**src/rtl/tagcmd_regs.svh**
```systemverilog
// Constants for the Type B tag command handler: codes, lengths, fields.
// Assumes inclusion by the handler module only.
`ifndef TAGCMD_REGS_SVH
`define TAGCMD_REGS_SVH

`define CMD_ATTRIB 8'h1D
`define CMD_HALT 8'h50
`define APDU_CLA 8'h00
`define APDU_INS_SELECT 8'hA4
`define P12_EF 16'h020C
`define P12_APP 16'h0400
`define P12_FILE 16'h000C
`define P2_NO_FCI 8'h0C
`define LC_APP 8'h07
`define LC_FILE 8'h02
`define LE_APP 8'h00
`define APP_ID 56'hD2760000850101
`define FID_CC 16'hE103
`define FID_NDEF 16'h0103
`define ATTRIB_ANSWER 8'h10
`define HALT_ANSWER 8'h00
`define NIB_ZERO 4'h0
`define SW_OK 16'h9000
`define SW_ERR 16'h6A82
`define MAX_BYTES 5'h10
`define SW1_OK 8'h90
// Frame lengths in bytes, CRC_B excluded
`define LEN_ATTRIB 5'h09
`define LEN_HALT 5'h05
`define LEN_SEL_MIN 5'h05
`define LEN_FILE 5'h07
`define LEN_APP 5'h0C
`define LEN_APP_LE 5'h0D
// Byte positions inside a frame
`define POS_PARAM3 4'h7
`define POS_PARAM4 4'h8
`define POS_LE 4'hC

`endif

```
**src/rtl/tagcmd_pkg.sv**
```systemverilog
// Types shared by the tag command handler.
// Assumes tagcmd_regs.svh is on the include path.
`default_nettype none
package tagcmd_pkg;
  // Byte stream from the framing layer
  typedef struct packed {
    logic valid;
    logic [7:0] data;
  } rx_byte_s;
  // Reply byte toward the framing layer
  typedef struct packed {
    logic valid;
    logic last;
    logic [7:0] data;
  } tx_byte_s;
  // Selected file
  typedef enum logic [2:0] {
    SEL_NONE, SEL_APP, SEL_CC, SEL_NDEF, SEL_EF
  } sel_e;
endpackage : tagcmd_pkg
`default_nettype wire

```
**src/rtl/tag_cmd.sv**
```systemverilog
// Type B tag command handler: ATTRIB tail checks, halt, file SELECT.
// Assumes a framing layer that delivers bytes, flags frame end with CRC
// status and appends CRC_B to the reply bytes that this block emits.
// Operation
// - ATTRIB Param3 must be zero upper nibble and the protocol type low.
// - ATTRIB Param4 upper nibble is ignored and a nonzero low one is mute.
// - An accepted ATTRIB is answered with one byte 0x10 before CRC_B.
// - HLTB with code 0x50 and the matching PUPI halts the tag.
// - An accepted HLTB is answered with one byte 0x00 before CRC_B.
// - SELECT (INS 0xA4) accepts only class 0x00, else error status.
// - Only P1/P2 of 0x020C, 0x0400 and 0x000C are accepted.
// - Lc must be 7 for the application and 2 for all else.
// - Application data must be exactly D2760000850101.
// - Under 0x000C, E103 picks the CC file and 0103 the NDEF file.
// - Under 0x020C any two-byte identifier selects an EF file.
// - Le of 0x00 may appear only in application selection.
// - With P2 of 0x0C the reply is only SW1 and SW2.
`include "tagcmd_regs.svh"
`default_nettype none
module tag_cmd
  import tagcmd_pkg::*;
(
  input wire logic clk,
  input wire logic rstn,
  input wire rx_byte_s rx,
  input wire logic rx_end,
  input wire logic rx_crc_ok,
  input wire logic [31:0] pupi,
  input wire logic [3:0] proto_type,
  output tx_byte_s tx,
  output logic halted,
  output logic active,
  output sel_e selected
);

  // ----------------------------------------------------------------
  // Frame capture
  // ----------------------------------------------------------------
  logic [7:0] buf_r [`MAX_BYTES];
  logic [4:0] cnt_r;
  logic [7:0] b0, b1, b2, b3, b4, b5, b6;

  // Store up to sixteen bytes; frame end rewinds the count
  always_ff @(posedge clk or negedge rstn) begin
    if (!rstn) begin
      cnt_r <= 5'h00;
    end else if (rx_end) begin
      cnt_r <= 5'h00;
    end else if (rx.valid && cnt_r != `MAX_BYTES) begin
      cnt_r <= cnt_r + 5'h01;
    end
  end

  genvar gi;
  generate
    for (gi = 0; gi < `MAX_BYTES; gi++) begin : g_buf
      // One stored byte per slot
      always_ff @(posedge clk or negedge rstn) begin
        if (!rstn) begin
          buf_r[gi] <= 8'h00;
        end else if (rx.valid && !rx_end && cnt_r == 5'(gi)) begin
          buf_r[gi] <= rx.data;
        end
      end
    end
  endgenerate

  assign b0 = buf_r[0];
  assign b1 = buf_r[1];
  assign b2 = buf_r[2];
  assign b3 = buf_r[3];
  assign b4 = buf_r[4];
  assign b5 = buf_r[5];
  assign b6 = buf_r[6];

  // ----------------------------------------------------------------
  // Decode
  // ----------------------------------------------------------------
  logic [31:0] id_w;
  logic [15:0] p12_w;
  logic [55:0] app_w;
  logic [15:0] fid_w;
  logic is_attrib, is_halt, is_sel, attrib_ok, halt_ok;
  logic sel_ok, le_ok, lc_ok, data_ok;
  sel_e sel_nxt;

  assign id_w = {b1, b2, b3, b4};
  assign p12_w = {b2, b3};
  assign app_w = {b5, b6, buf_r[7], buf_r[8], buf_r[9], buf_r[10],
                  buf_r[11]};
  assign fid_w = {b5, b6};
  // Frame kinds by length; the framing layer strips CRC_B
  assign is_attrib = cnt_r == `LEN_ATTRIB && b0 == `CMD_ATTRIB;
  assign is_halt = cnt_r == `LEN_HALT && b0 == `CMD_HALT;
  assign is_sel = cnt_r >= `LEN_SEL_MIN && b1 == `APDU_INS_SELECT;
  // Param3 fixed nibble plus protocol type; Param4 low nibble zero
  logic b7_hi_ok, b7_lo_ok, b8_ok;
  assign b7_hi_ok = buf_r[`POS_PARAM3][7:4] == `NIB_ZERO;
  assign b7_lo_ok = buf_r[`POS_PARAM3][3:0] == proto_type;
  assign b8_ok = buf_r[`POS_PARAM4][3:0] == `NIB_ZERO;
  assign attrib_ok = id_w == pupi && b7_hi_ok && b7_lo_ok && b8_ok;
  assign halt_ok = id_w == pupi;

  // Length, data and Le checks per selection kind
  always_comb begin
    lc_ok = 1'b0;
    data_ok = 1'b0;
    le_ok = 1'b0;
    sel_nxt = SEL_NONE;
    case (p12_w)
      `P12_APP: begin
        lc_ok = b4 == `LC_APP;
        data_ok = app_w == `APP_ID;
        le_ok = cnt_r == `LEN_APP ||
                (cnt_r == `LEN_APP_LE && buf_r[`POS_LE] == `LE_APP);
        sel_nxt = SEL_APP;
      end
      `P12_FILE: begin
        lc_ok = b4 == `LC_FILE;
        le_ok = cnt_r == `LEN_FILE;
        data_ok = fid_w == `FID_CC || fid_w == `FID_NDEF;
        sel_nxt = fid_w == `FID_CC ? SEL_CC : SEL_NDEF;
      end
      `P12_EF: begin
        lc_ok = b4 == `LC_FILE;
        le_ok = cnt_r == `LEN_FILE;
        data_ok = 1'b1;
        sel_nxt = SEL_EF;
      end
      default: begin
        lc_ok = 1'b0;
      end
    endcase
  end
  assign sel_ok = b0 == `APDU_CLA && lc_ok && data_ok && le_ok;

  // ----------------------------------------------------------------
  // Reply sequencer
  // ----------------------------------------------------------------
  typedef enum logic [1:0] {IDLE, ONE, SW1, SW2} st_e;
  st_e st_r;
  logic [7:0] one_r;
  logic [15:0] sw_r;
  logic go;
  assign go = rx_end && rx_crc_ok;

  // Choose reply at frame end, then stream it
  always_ff @(posedge clk or negedge rstn) begin
    if (!rstn) begin
      st_r <= IDLE;
      one_r <= 8'h00;
      sw_r <= 16'h0000;
    end else begin
      case (st_r)
        IDLE: begin
          if (go && is_attrib && attrib_ok && !halted) begin
            one_r <= `ATTRIB_ANSWER;
            st_r <= ONE;
          end else if (go && is_halt && halt_ok && !halted) begin
            one_r <= `HALT_ANSWER;
            st_r <= ONE;
          end else if (go && is_sel && active) begin
            sw_r <= sel_ok ? `SW_OK : `SW_ERR;
            st_r <= SW1;
          end
        end
        ONE: st_r <= IDLE;
        SW1: st_r <= SW2;
        SW2: st_r <= IDLE;
        default: st_r <= IDLE;
      endcase
    end
  end

  // Reply byte register
  always_ff @(posedge clk or negedge rstn) begin
    if (!rstn) begin
      tx <= '0;
    end else begin
      case (st_r)
        ONE: tx <= '{valid: 1'b1, last: 1'b1, data: one_r};
        SW1: tx <= '{valid: 1'b1, last: 1'b0, data: sw_r[15:8]};
        SW2: tx <= '{valid: 1'b1, last: 1'b1, data: sw_r[7:0]};
        default: tx <= '0;
      endcase
    end
  end

  // ----------------------------------------------------------------
  // Tag state
  // ----------------------------------------------------------------
  always_ff @(posedge clk or negedge rstn) begin
    if (!rstn) begin
      halted <= 1'b0;
      active <= 1'b0;
      selected <= SEL_NONE;
    end else if (st_r == IDLE && go && !halted) begin
      if (is_halt && halt_ok) begin
        halted <= 1'b1;
        active <= 1'b0;
      end else if (is_attrib && attrib_ok) begin
        active <= 1'b1;
      end else if (is_sel && active && sel_ok) begin
        selected <= sel_nxt;
      end
    end
  end

  // ----------------------------------------------------------------
  // Checks
  // ----------------------------------------------------------------
  AST_CRC_MUTE: assert property (@(posedge clk) disable iff (!rstn)
    rx_end && !rx_crc_ok && st_r == IDLE |=> st_r == IDLE)
    else $error("reply started on bad crc");
  AST_ATTRIB_BYTE: assert property (@(posedge clk) disable iff (!rstn)
    st_r == IDLE && go && is_attrib && attrib_ok && !halted
    |=> ##1 tx.valid && tx.data == `ATTRIB_ANSWER)
    else $error("attrib answer wrong");
  AST_P4_MUTE: assert property (@(posedge clk) disable iff (!rstn)
    st_r == IDLE && go && is_attrib &&
    buf_r[`POS_PARAM4][3:0] != `NIB_ZERO |=> st_r == IDLE)
    else $error("answered bad param4");
  AST_P3_MUTE: assert property (@(posedge clk) disable iff (!rstn)
    st_r == IDLE && go && is_attrib &&
    (buf_r[`POS_PARAM3][7:4] != `NIB_ZERO ||
    buf_r[`POS_PARAM3][3:0] != proto_type) |=> st_r == IDLE)
    else $error("answered bad param3");
  AST_HALT: assert property (@(posedge clk) disable iff (!rstn)
    st_r == IDLE && go && is_halt && halt_ok && !halted
    |=> halted ##1 tx.data == `HALT_ANSWER && tx.last)
    else $error("halt not taken");
  AST_CLA: assert property (@(posedge clk) disable iff (!rstn)
    st_r == IDLE && go && is_sel && active && b0 != `APDU_CLA
    |=> ##1 tx.valid && tx.data != `SW1_OK)
    else $error("bad class accepted");
  AST_SW_PAIR: assert property (@(posedge clk) disable iff (!rstn)
    st_r == SW1 |=> tx.valid && !tx.last ##1 tx.valid && tx.last)
    else $error("status words malformed");
  AST_P12: assert property (@(posedge clk) disable iff (!rstn)
    st_r == IDLE && go && is_sel && active && p12_w != `P12_EF &&
    p12_w != `P12_APP && p12_w != `P12_FILE
    |=> $stable(selected) && sw_r != `SW_OK)
    else $error("bad p1p2 accepted");

endmodule : tag_cmd
`default_nettype wire

```
**config.mk**
```make
export PLATFORM = sky130hd
export DESIGN_NAME = tag_cmd
export DESIGN_NICKNAME = d
export VERILOG_FILES = /design/src/rtl/tagcmd_pkg.sv /design/src/rtl/tag_cmd.sv
export VERILOG_INCLUDE_DIRS = /design/src /design/src/rtl
export SDC_FILE = /design/constraint.sdc
export NUM_CORES = 1
export LEC_CHECK = 0
export BUFFER_PORTS_ARGS = -buffer_cell sky130_fd_sc_hd__buf_2
export CAP_MARGIN = 30
export CORE_UTILIZATION = 55
export CTS_CLUSTER_SIZE = 25
export DETAILED_ROUTE_END_ITERATION = 8
export PLACE_DENSITY = 0.75
export REMOVE_ABC_BUFFERS = 1
export SLEW_MARGIN = 20
export SYNTH_ARGS = -nofsm -noshare
export SYNTH_HDL_FRONTEND = slang
export SYNTH_SLANG_ARGS = --single-unit
```
**constraint.sdc**
```tcl
create_clock -name clk -period 2.69 [get_ports clk]
set_input_delay 0 -clock clk [delete_from_list [all_inputs] [get_ports clk]]
set_output_delay 0 -clock clk [all_outputs]
set_load 0.01 [all_outputs]
```
# Word level (Yosys, flattened, before mapping)
# Cells that the tools add are included.
word_totals:
  reg_bits: 150
  in_bits: 49
  word_cells: 137
  out_inout_bits: 15
classes:
  eq_ne: 31
  n_bitwise: 4
  mux: 17
  order_cmp: 1
  n_reduce_logical: 60
  n_addsub: 1
op_table:
  columns: ["cell", "count"]
  rows:
  - ["56-bit == test (second input constant)", 1]
  - ["1-bit logical AND", 40]
  - ["32-bit == test", 1]
  - ["5-bit by 4-bit == test with 1-bit output (second input constant)", 6]
  - ["10-bit case mux with 3 select lines", 1]
  - ["5-bit by 3-bit == test with 1-bit output (second input constant)", 4]
  - ["16-bit by 10-bit == test with 1-bit output (second input constant)", 1]
  - ["16-bit by 11-bit == test with 1-bit output (second input constant)", 1]
  - ["16-bit == test (second input constant)", 1]
  - ["16-bit by 4-bit == test with 1-bit output (second input constant)", 1]
  - ["16-bit by 9-bit == test with 1-bit output (second input constant)", 1]
  - ["8-bit zero test", 2]
  - ["16-bit two-way mux", 1]
  - ["8-bit two-way mux", 2]
  - ["5-bit by 2-bit == test with 1-bit output (second input constant)", 2]
  - ["5-bit two-way mux", 2]
  - ["3-bit case mux with 3 select lines", 1]
  - ["8-bit by 2-bit == test with 1-bit output (second input constant)", 1]
  - ["8-bit by 3-bit == test with 1-bit output (second input constant)", 1]
  - ["8-bit by 5-bit == test with 1-bit output (second input constant)", 1]
  - ["8-bit by 7-bit == test with 1-bit output (second input constant)", 1]
  - ["8-bit == test (second input constant)", 1]
  - ["4-bit zero test", 2]
  - ["4-bit AND reduction", 2]
  - ["21 further kinds", 37]

# Longest topological paths before layout
# Gate-level depths: netlist (run 1).
logic_depth:
  ltp_word: 8
  mapped_depth: 9

# Least setup slack after synthesis (run 1)
# No wires, ideal clock.
synth_path:
  path_type: "reg2reg"
  startpoint: "register buf_r, in the netlist b3[2]"
  endpoint: "register selected[0]"
  stages_incl_launch_ff: 7
  period_less_slack_ns: 2.384
  arrival_ns: 2.259
  path_slack_ns: 0.306
  n_path_buf: 0
  path_cell_list: "dfrtp_1 -> or4b_4 -> or3_4 -> o21ai_2 -> a41oi_2 -> nor4b_4 -> mux2_4"
synth_via:
  elab_chain_cells: 8
synth_rtl:
  columns: ["item", "line_no", "rtl"]
  rows:
  - ["start: declaration", "tag_cmd.sv:39", "logic [7:0] buf_r [`MAX_BYTES];"]
  - ["start signal: indexed assignment", "tag_cmd.sv:62", "buf_r[gi] <= rx.data;"]
  - ["16-bit by 10-bit == test with 1-bit output / 16-bit by 4-bit == test with 1-bit output (equally long branches)", "tag_cmd.sv:110", "case (p12_w)"]
  - ["2-bit OR reduction (no source line)", null, null]
  - ["1-bit case mux with 2 select lines", "tag_cmd.sv:110", null]
  - ["1-bit logical AND (3 in series)", "tag_cmd.sv:135", "assign sel_ok = b0 == `APDU_CLA && lc_ok && data_ok && le_ok;"]
  - ["1-bit logical AND", "tag_cmd.sv:203", "end else if (is_sel && active && sel_ok) begin"]
  - ["4-bit AND reduction (no source line)", null, null]
  - ["end signal: assignment", "tag_cmd.sv:204", "selected <= sel_nxt;"]
  - ["end: declaration", "tag_cmd.sv:33", "output sel_e selected"]
# Several ways; a longest one is shown, not always the timed one.
# A chain may end at the register's enable or synchronous reset.

# Final worst setup path (run 1)
# Ends and elaborated chain as after synthesis.

==> impl_summary.txt, run 1 <==
----------------------------------------------------
[Yosys]
  Mean Syn Cell Area ... 12.89 um^2
  Number of unique standard cell types used by synthesis ... 53
  Most common flop cell mapped by yosys ... dfrtp_1
  Post-synthesis instance area ... 5928 um^2
  Syn Inst Count ... 460
  Multiplexer area fraction after synthesis ... 20.96%
  Main combinational cell family by area after synthesis ... multiplexers
  Syn. warnings ... 0
  Share of synthesized flip-flops with an asynchronous set or reset ... 100.0%
  Synthesized-area fraction occupied by xor and xnor cells ... 5.910%
  Sequential element share of the synthesized area ... 52.76%
  Compound-gate portion of the synthesized area ... 1.942%
  Number of enable flip-flop cells after synthesis ... 0
  Adder-cell share of the synthesized area ... 0.8442%
  Post-synthesis share of cell area spent on and, or, nand and nor gates ... 14.69%
  Yosys reg bits ... 125

[Critical path]
  Required time at the worst-slack endpoint ... 3100 ps
  Highest net fanout along the worst path ... 4
  Beginning of the worst register-to-register path ... b3[2]
  Number of logic stages on the critical path including buffering ... 6
  CP cell instances ... or4b_4 > or3_4 > o21ai_2 > a41oi_2 > nor4b_4 > mux2_4
  Critical path launch point ... b3[2]
  Slack of the worst reg-to-reg path ... 170 ps
  Combined buffer and inverter count along the critical path ... 0
  Crit path largest cell delay ... 560 ps
  Start-to-end type of the worst setup path ... flop to flop
  Kind of start point of the critical path ... flop
  R2R cell count ... 6
  Endpoint of the worst register-to-register path ... selected[0]
  Arrival time of the worst setup path ... 2930 ps
  Type of element capturing the critical path ... flop
  Kind of cell adding the most delay to the critical path ... simple AND/OR/NAND/NOR gates
  Cell type of the slowest stage on the worst timing path ... or4b_4

[Routing]
  DRC violations left ... 0
  Vias after detailed routing ... 3967
  Post-DRT Antenna Nets ... 0
  Post-Route WL ... 13.69 mm
  Total iterations of the first detailed-routing run ... 6
  Iteration-0 DRC count of the detailed router ... 195
  Via/cell ratio ... 5.817
  Drt wl/cell ... 20.07 um

[Run]
  Max-cap violations ... 0

[Floorplanning]
  Die footprint ... 11200 um^2
  I/O Pins ... 64
  Core area ... 10370 um^2
  Std-Cell Rows ... 37
  Starting density of the core ... 57.17%
  Chip Height ... 105.8 um
  Die W ... 105.8 um

[Cells and area]
  Final antenna diode count ... 0
  Highest-count cells in the layout ignoring fill and taps ... dfrtp_1 (125), mux2_2 (104), buf_2 (60)
  Area added between synthesis and finish ... 18.76%
  Fraction of layout instances using a drive strength above 1 ... 40.29%
  Most common cell after layout, fill and taps aside ... dfrtp_1
  Final design utilization ... 67.89%
  Final nets ... 586

[Min path]
  Hold Crit Class ... input pin to flop
  Cell count of the worst hold path ... 5
  Origin of the worst min-delay path ... rx_crc_ok
  Hold Crit Endpoint ... sw_r[14]

[Timing]
  Slew at the pin closest to its max-slew limit ... 643.3 ps
  Achievable Freq ... 396.8 MHz
  Hold Violations, Final ... 0
  Clock skew ... 7.487 ps
  Setup tns final ... 0 ps
  Slack of the critical path ... 170.1 ps
  Hold WS ... 18.02 ps
  Max-slew headroom at the worst pin ... 56.95%
  Ratio of final minimum period to clock period ... 93.68%
  RSZ-0062 raised after global routing ... no
  Count of endpoints failing setup in the final report ... 0
  Number of slew-limit violations in the final report ... 0
  Min Tclk post-route ... 2520 ps

[Clock network]
  Number of sinks driven by the clock tree ... 125
  Total CTS buffers ... 17
  Clock network latency to the later pin of the worst-skew pair ... 520 ps
  H-tree Lvls ... 4
  CTS tree ... done
  Clk slew on worst S/H paths ... 60 ps
  CTS max path bufs ... 2
  Cell at the root of the clock tree ... clkbuf_8

[Place]
  Number of buffers added on ports ... 61
  Global placer's final weighted congestion ... 0.8762
  Pre-CTS setup slack ... 168.3 ps
  Sum of net half-perimeters after detailed placement ... 9.447 mm

[Power and ir drop]
  VDD IR-drop max ... 0.6430 mV
  Leakage power of the design ... 3.414 nW
  Ratio of total power to cell area ... 752.4 nW/um^2
  Final Total Pwr ... 5.297 mW

[GRT]
  Initial antenna violation count ... 0
  Total gr overflow ... 0
  Overall Global Routing Usage ... 27.10%
  Number of global-route vias before repair ... 4183
  First-pass GRT wire length ... 22.22 mm
  Maximum number of pins on one net before global-route repair ... 79

[Status]
  Result of the run ... complete, no violations

----------------------------------------------------
-- cell families after synthesis --
| family | count (synthesis) |
|---|---|
| xor+xnor | 40 |
| simple gates | 136 |
| other cells | 1 |
| fa+ha+maj | 4 |
| compound gates | 15 |
| buf+inv | 29 |
| flops | 125 |
| mux | 110 |
-- layout make-up --
class / count / area (um^2)
fill: 769 / 3329
timing repair buffer: 76 / 445.4
inverter: 6 / 22.52
sequential: 125 / 3128
multi-input combinational: 307 / 2636
tap: 136 / 170.2
clock buffer: 21 / 449.2
clock inverter: 11 / 188.9
-- synthesized netlist by cell type (all sizes together), types with 2 or more instances --
master,instances,area share [%]
dfrtp,125,53
mux2,107,20
xor2,31,4.6
nor4,29,3.3
nand3,22,2.1
clkbuf,14,1.1
nand2,14,0.89
nor2,13,0.82
nand4,11,1.2
buf,9,1.4
xnor2,9,1.3
nor4b,8,1.4
inv,6,0.38
nor2b,6,0.63
nor3,6,0.59
o21ai,5,0.49
ha,4,0.84
and2,3,0.32
mux2i,3,0.51
nand3b,3,0.44
nor3b,3,0.38
nor4bb,3,0.51
or2,3,0.32
or4,3,0.40
a21oi,2,0.17
and4b,2,0.34
nand4b,2,0.30
-- power breakdown --
| group | switching (mW) | leakage (nW) | total (mW) | internal, mW |
|---|---|---|---|---|
| clock | 0.804 | 0.308 | 2.45 | 1.64 |
| sequential | 0.164 | 1.69 | 2.20 | 2.04 |
| combinational | 0.344 | 1.42 | 0.646 | 0.302 |
| total | 1.31 | 3.41 | 5.30 | 3.99 |
-- worst min-delay path, delay by kind of cell --
kind,cells,cell delay (ps)
AOI/OAI and AO/OA,1,130
buffers and inverters,1,100
and+or+nand+nor,2,140
muxes,1,120
-- how the worst max path moves through the flow --
stage / to / slack, ps
3_5_place_dp: selected[0] / 170
4_1_cts: selected[0] / 160
3_3_place_gp: selected[0] / 270
5_1_grt: one_r[4] / 30
2_1_floorplan: selected[0] / 310
6_report: selected[0] / 170
-- routing by layer --
metal	wire [um]	share of wire (%)	global-route usage (%)	up-vias
met1	6328	46	36.24	2014
met5	0	0	0	-
met3	532	3.9	6.494	19
met2	6614	48	43.65	102
met4	210	1.5	8.631	0
li1	-	-	-	1832
-- sequential cells by signal, summed over array words and instances (netlist names), 5 cells and up --
signal	flops
buf_r	8
b6	8
cnt_r	5
b1	8
app_w	40
tx	6
b4	8
b3	8
b0	8
b5	8
b2	8
-- metrics by stage --
step | area, um^2 | std cells
floorplan | 5787 | 438
global placement | 6352 | 645
detailed placement | 6352 | 645
CTS | 7041 | 682
global route | 7041 | 682
finish | 7041 | 682
-- what timing repair did --
action,CTS,global route
endpoints found under the setup margin,0,0
gates resized for setup,0,0
buffers inserted,0,0
hold buffers,5,0
endpoints found under the hold margin,65,0
Note: power is estimated with default switching activity, not from simulation.
==> run 2: changes to the inputs <==
- CORE_UTILIZATION: 55 -> 33
- PLACE_DENSITY: 0.75 -> default
==> impl_summary.txt, run 2 (synthesis results as in run 1) <==
----------------------------------------------------
[Timing]
  Max-slew headroom at the worst pin ... 55.25% (-1.7 points)
  Count of endpoints failing setup in the final report ... 0 (unchanged)
  Achievable Freq ... 384.2 MHz (-3.2%)
  Slew at the pin closest to its max-slew limit ... 671.3 ps (+28.02 ps)
  Clock skew ... 6.278 ps (-1.209 ps)
  Hold Violations, Final ... 0 (unchanged)
  Number of slew-limit violations in the final report ... 0 (unchanged)
  Setup tns final ... 0 ps (unchanged)
  Min Tclk post-route ... 2603 ps (+82.96 ps)
  Ratio of final minimum period to clock period ... 96.76% (+3.1 points)
  RSZ-0062 raised after global routing ... no

[Cells and area]
  Number of flip-flops in the largest register ... 40 (unchanged)
  Area added between synthesis and finish ... 19.92%
  Highest-count cells in the layout ignoring fill and taps ... dfrtp_1 (125), mux2_2 (104), buf_2 (60)
  Final Non-Filler Cells ... 770 (+13%)
  Final nets ... 585 (-0.17%)
  Fraction of layout instances using a drive strength above 1 ... 40.73% (+0.44 points)
  Most common cell after layout, fill and taps aside ... dfrtp_1
  Final antenna diode count ... 0 (unchanged)

[Clock network]
  CTS tree ... done
  Cell at the root of the clock tree ... clkbuf_16
  CTS max path bufs ... 2 (unchanged)
  Post-cts gate resize count ... 0 (unchanged)
  Clock network latency to the later pin of the worst-skew pair ... 420 ps (-100 ps)
  Total CTS buffers ... 17 (unchanged)
  Number of sinks driven by the clock tree ... 125 (unchanged)
  H-tree Lvls ... 4 (unchanged)
  Clk slew on worst S/H paths ... 60 ps (about the same)

[Routing]
  Iteration-0 DRC count of the detailed router ... 197 (+1.0%)
  Drt wl/cell ... 18.85 um (-6.0%)
  Vias after detailed routing ... 3932 (-0.88%)
  Post-DRT Antenna Nets ... 0 (unchanged)
  DRC violations left ... 0 (unchanged)
  Post-Route WL ... 14.52 mm (+6.1%)
  Total iterations of the first detailed-routing run ... 6 (unchanged)
  Via/cell ratio ... 5.106 (-12%)

[Place]
  Sum of net half-perimeters after detailed placement ... 10.33 mm (+9.4%)
  Total instance count after detailed placement ... 734 (+14%)
  Global placer's final weighted congestion ... 0.8851 (+1.0%)
  Number of buffers added on ports ... 61 (unchanged)

[Critical path]
  Arrival time of the worst setup path ... 2900 ps (-30 ps)
  Kind of cell adding the most delay to the critical path ... simple AND/OR/NAND/NOR gates
  Kind of start point of the critical path ... flop
  Crit path largest cell delay ... 460 ps (-100 ps)
  Start-to-end type of the worst setup path ... flop to flop
  Required time at the worst-slack endpoint ... 2990 ps (-110 ps)
  Type of element capturing the critical path ... flop
  Combined buffer and inverter count along the critical path ... 1 (+1)
  CP cell instances ... nor4b_1 > nand4_1 > nor4_1 > buf_4 > a41oi_2 > nor4b_4 > mux2_4
  Highest net fanout along the worst path ... 3 (-1)
  Cell type of the slowest stage on the worst timing path ... nor4_1

[Power and ir drop]
  Leakage power of the design ... 3.390 nW (-0.69%)
  VDD IR-drop max ... 0.3712 mV (-42%)
  Switching portion of total power ... 25.87% (+1.1 points)
  Power share of the clock group ... 45.1% (-1.1 points)
  Ratio of total power to cell area ... 729.8 nW/um^2 (-3.0%)
  Relative contribution of sequential cells to total power ... 42.3% (+0.7 points)
  Combinational fraction of design power ... 12.6% (+0.4 points)
  Reported net switching power ... 1.343 mW (+2.4%)
  Int Pwr ... 3.846 mW (-3.5%)

[Floorplanning]
  I/O Pins ... 64 (unchanged)
  Die footprint ... 18500 um^2 (+65%)
  Std-Cell Rows ... 48 (+30%)
  Core area ... 17420 um^2 (+68%)
  Die W ... 136.0 um (+29%)
  Chip Height ... 136.0 um (+29%)
  Starting density of the core ... 34.04% (-23 points)

[GRT]
  Number of global-route vias before repair ... 4209 (+0.62%)
  Total gr overflow ... 0 (unchanged)
  First-pass GRT wire length ... 23.25 mm (+4.7%)
  Initial antenna violation count ... 0 (unchanged)
  Overall Global Routing Usage ... 17.14% (-10 points)
  Maximum number of pins on one net before global-route repair ... 54 (-32%)

[Run]
  Max-cap violations ... 0 (unchanged)

[Min path]
  Hold Crit Class ... input pin to flop

[Status]
  Result of the run ... complete, no violations

----------------------------------------------------
[run 2: cell count changes in the layout (fill, tap and decap cells not counted), sizes merged]
cell,change
bufinv,-2
clkbuf,-2
clkinvlp,+2
clkinv,+1
dlygate4sd3,-1
inv,+1
[run 2: repair_timing]
| action | in CTS | in global routing |
|---|---|---|
| hold buffers | 4 | 0 |
| setup buffers | 0 | 0 |
| endpoints found under the hold margin | 55 | 0 |
[run 2: cell type report]
cell class	instances	area (um^2)
Clock buffer	19	452.9
Clock inverter	13	165.2
Fill cell	1637	10310
Inverter	6	22.52
Multi-Input combinational cell	307	2636
Sequential cell	125	3128
Tap cell	225	281.5
Timing Repair Buffer	75	422.9
[run 2: power groups by stage]
stage	sequential (mW)	clock [mW]	combinational (mW)
3_3_place_gp	2.21	0	0.640
5_1_grt	2.22	2.49	0.715
6_report	2.20	2.34	0.655
2_1_floorplan	2.19	0	0.405
4_1_cts	2.20	2.38	0.659
3_5_place_dp	2.23	0	0.652
[run 2: final timing paths]
kind | from | endpoint | slack [ps] | depth (start not counted)
setup / recovery | app_w[1] | selected[1] | 90 | 7
min in group asynchronous | rstn | b1[2] | 170 | 2
setup reg to reg | app_w[1] | selected[1] | 90 | 7
max in group asynchronous | rstn | app_w[29] | 1720 | 3
hold reg to reg | st_r[0] | tx[8] | 480 | 0
hold / removal | rx_crc_ok | sw_r[14] | 140 | 5
[run 2: per-stage QoR]
step | hold slack [ps] | util (%) | total power, mW | cell area [um^2] | setup WS (ps)
floorplan | -295.6 | - | 2.597 | 5787 | 306.1
global placement | 70.41 | 37.04 | 2.852 | 6451 | 233.5
detailed placement | 78.52 | 37.04 | 2.879 | 6451 | 136.8
CTS | 119.5 | 40.82 | 5.233 | 7109 | 130.6
global route | 157.7 | 40.82 | 5.417 | 7109 | 7.682
finish | 137.0 | 40.82 | 5.189 | 7109 | 87.09
[run 2: worst register-to-register path: stages, from the launching register on]
cell and delay (ps):
dfrtp_1 370, nor4b_1 450, nand4_1 230, nor4_1 460, buf_4 200, a41oi_2 50, nor4b_4 410, mux2_4 330
[run 2: metal layers]
| metal | wire (um) | global-route usage (%) | share of wire [%] | up-vias |
|---|---|---|---|---|
| met2 | 7083 | 28.54 | 49 | 88 |
| met5 | 0 | 0 | 0 | - |
| met4 | 233 | 5.864 | 1.6 | 0 |
| met1 | 6658 | 21.71 | 46 | 2012 |
| met3 | 542 | 4.027 | 3.7 | 18 |
| li1 | - | - | - | 1814 |
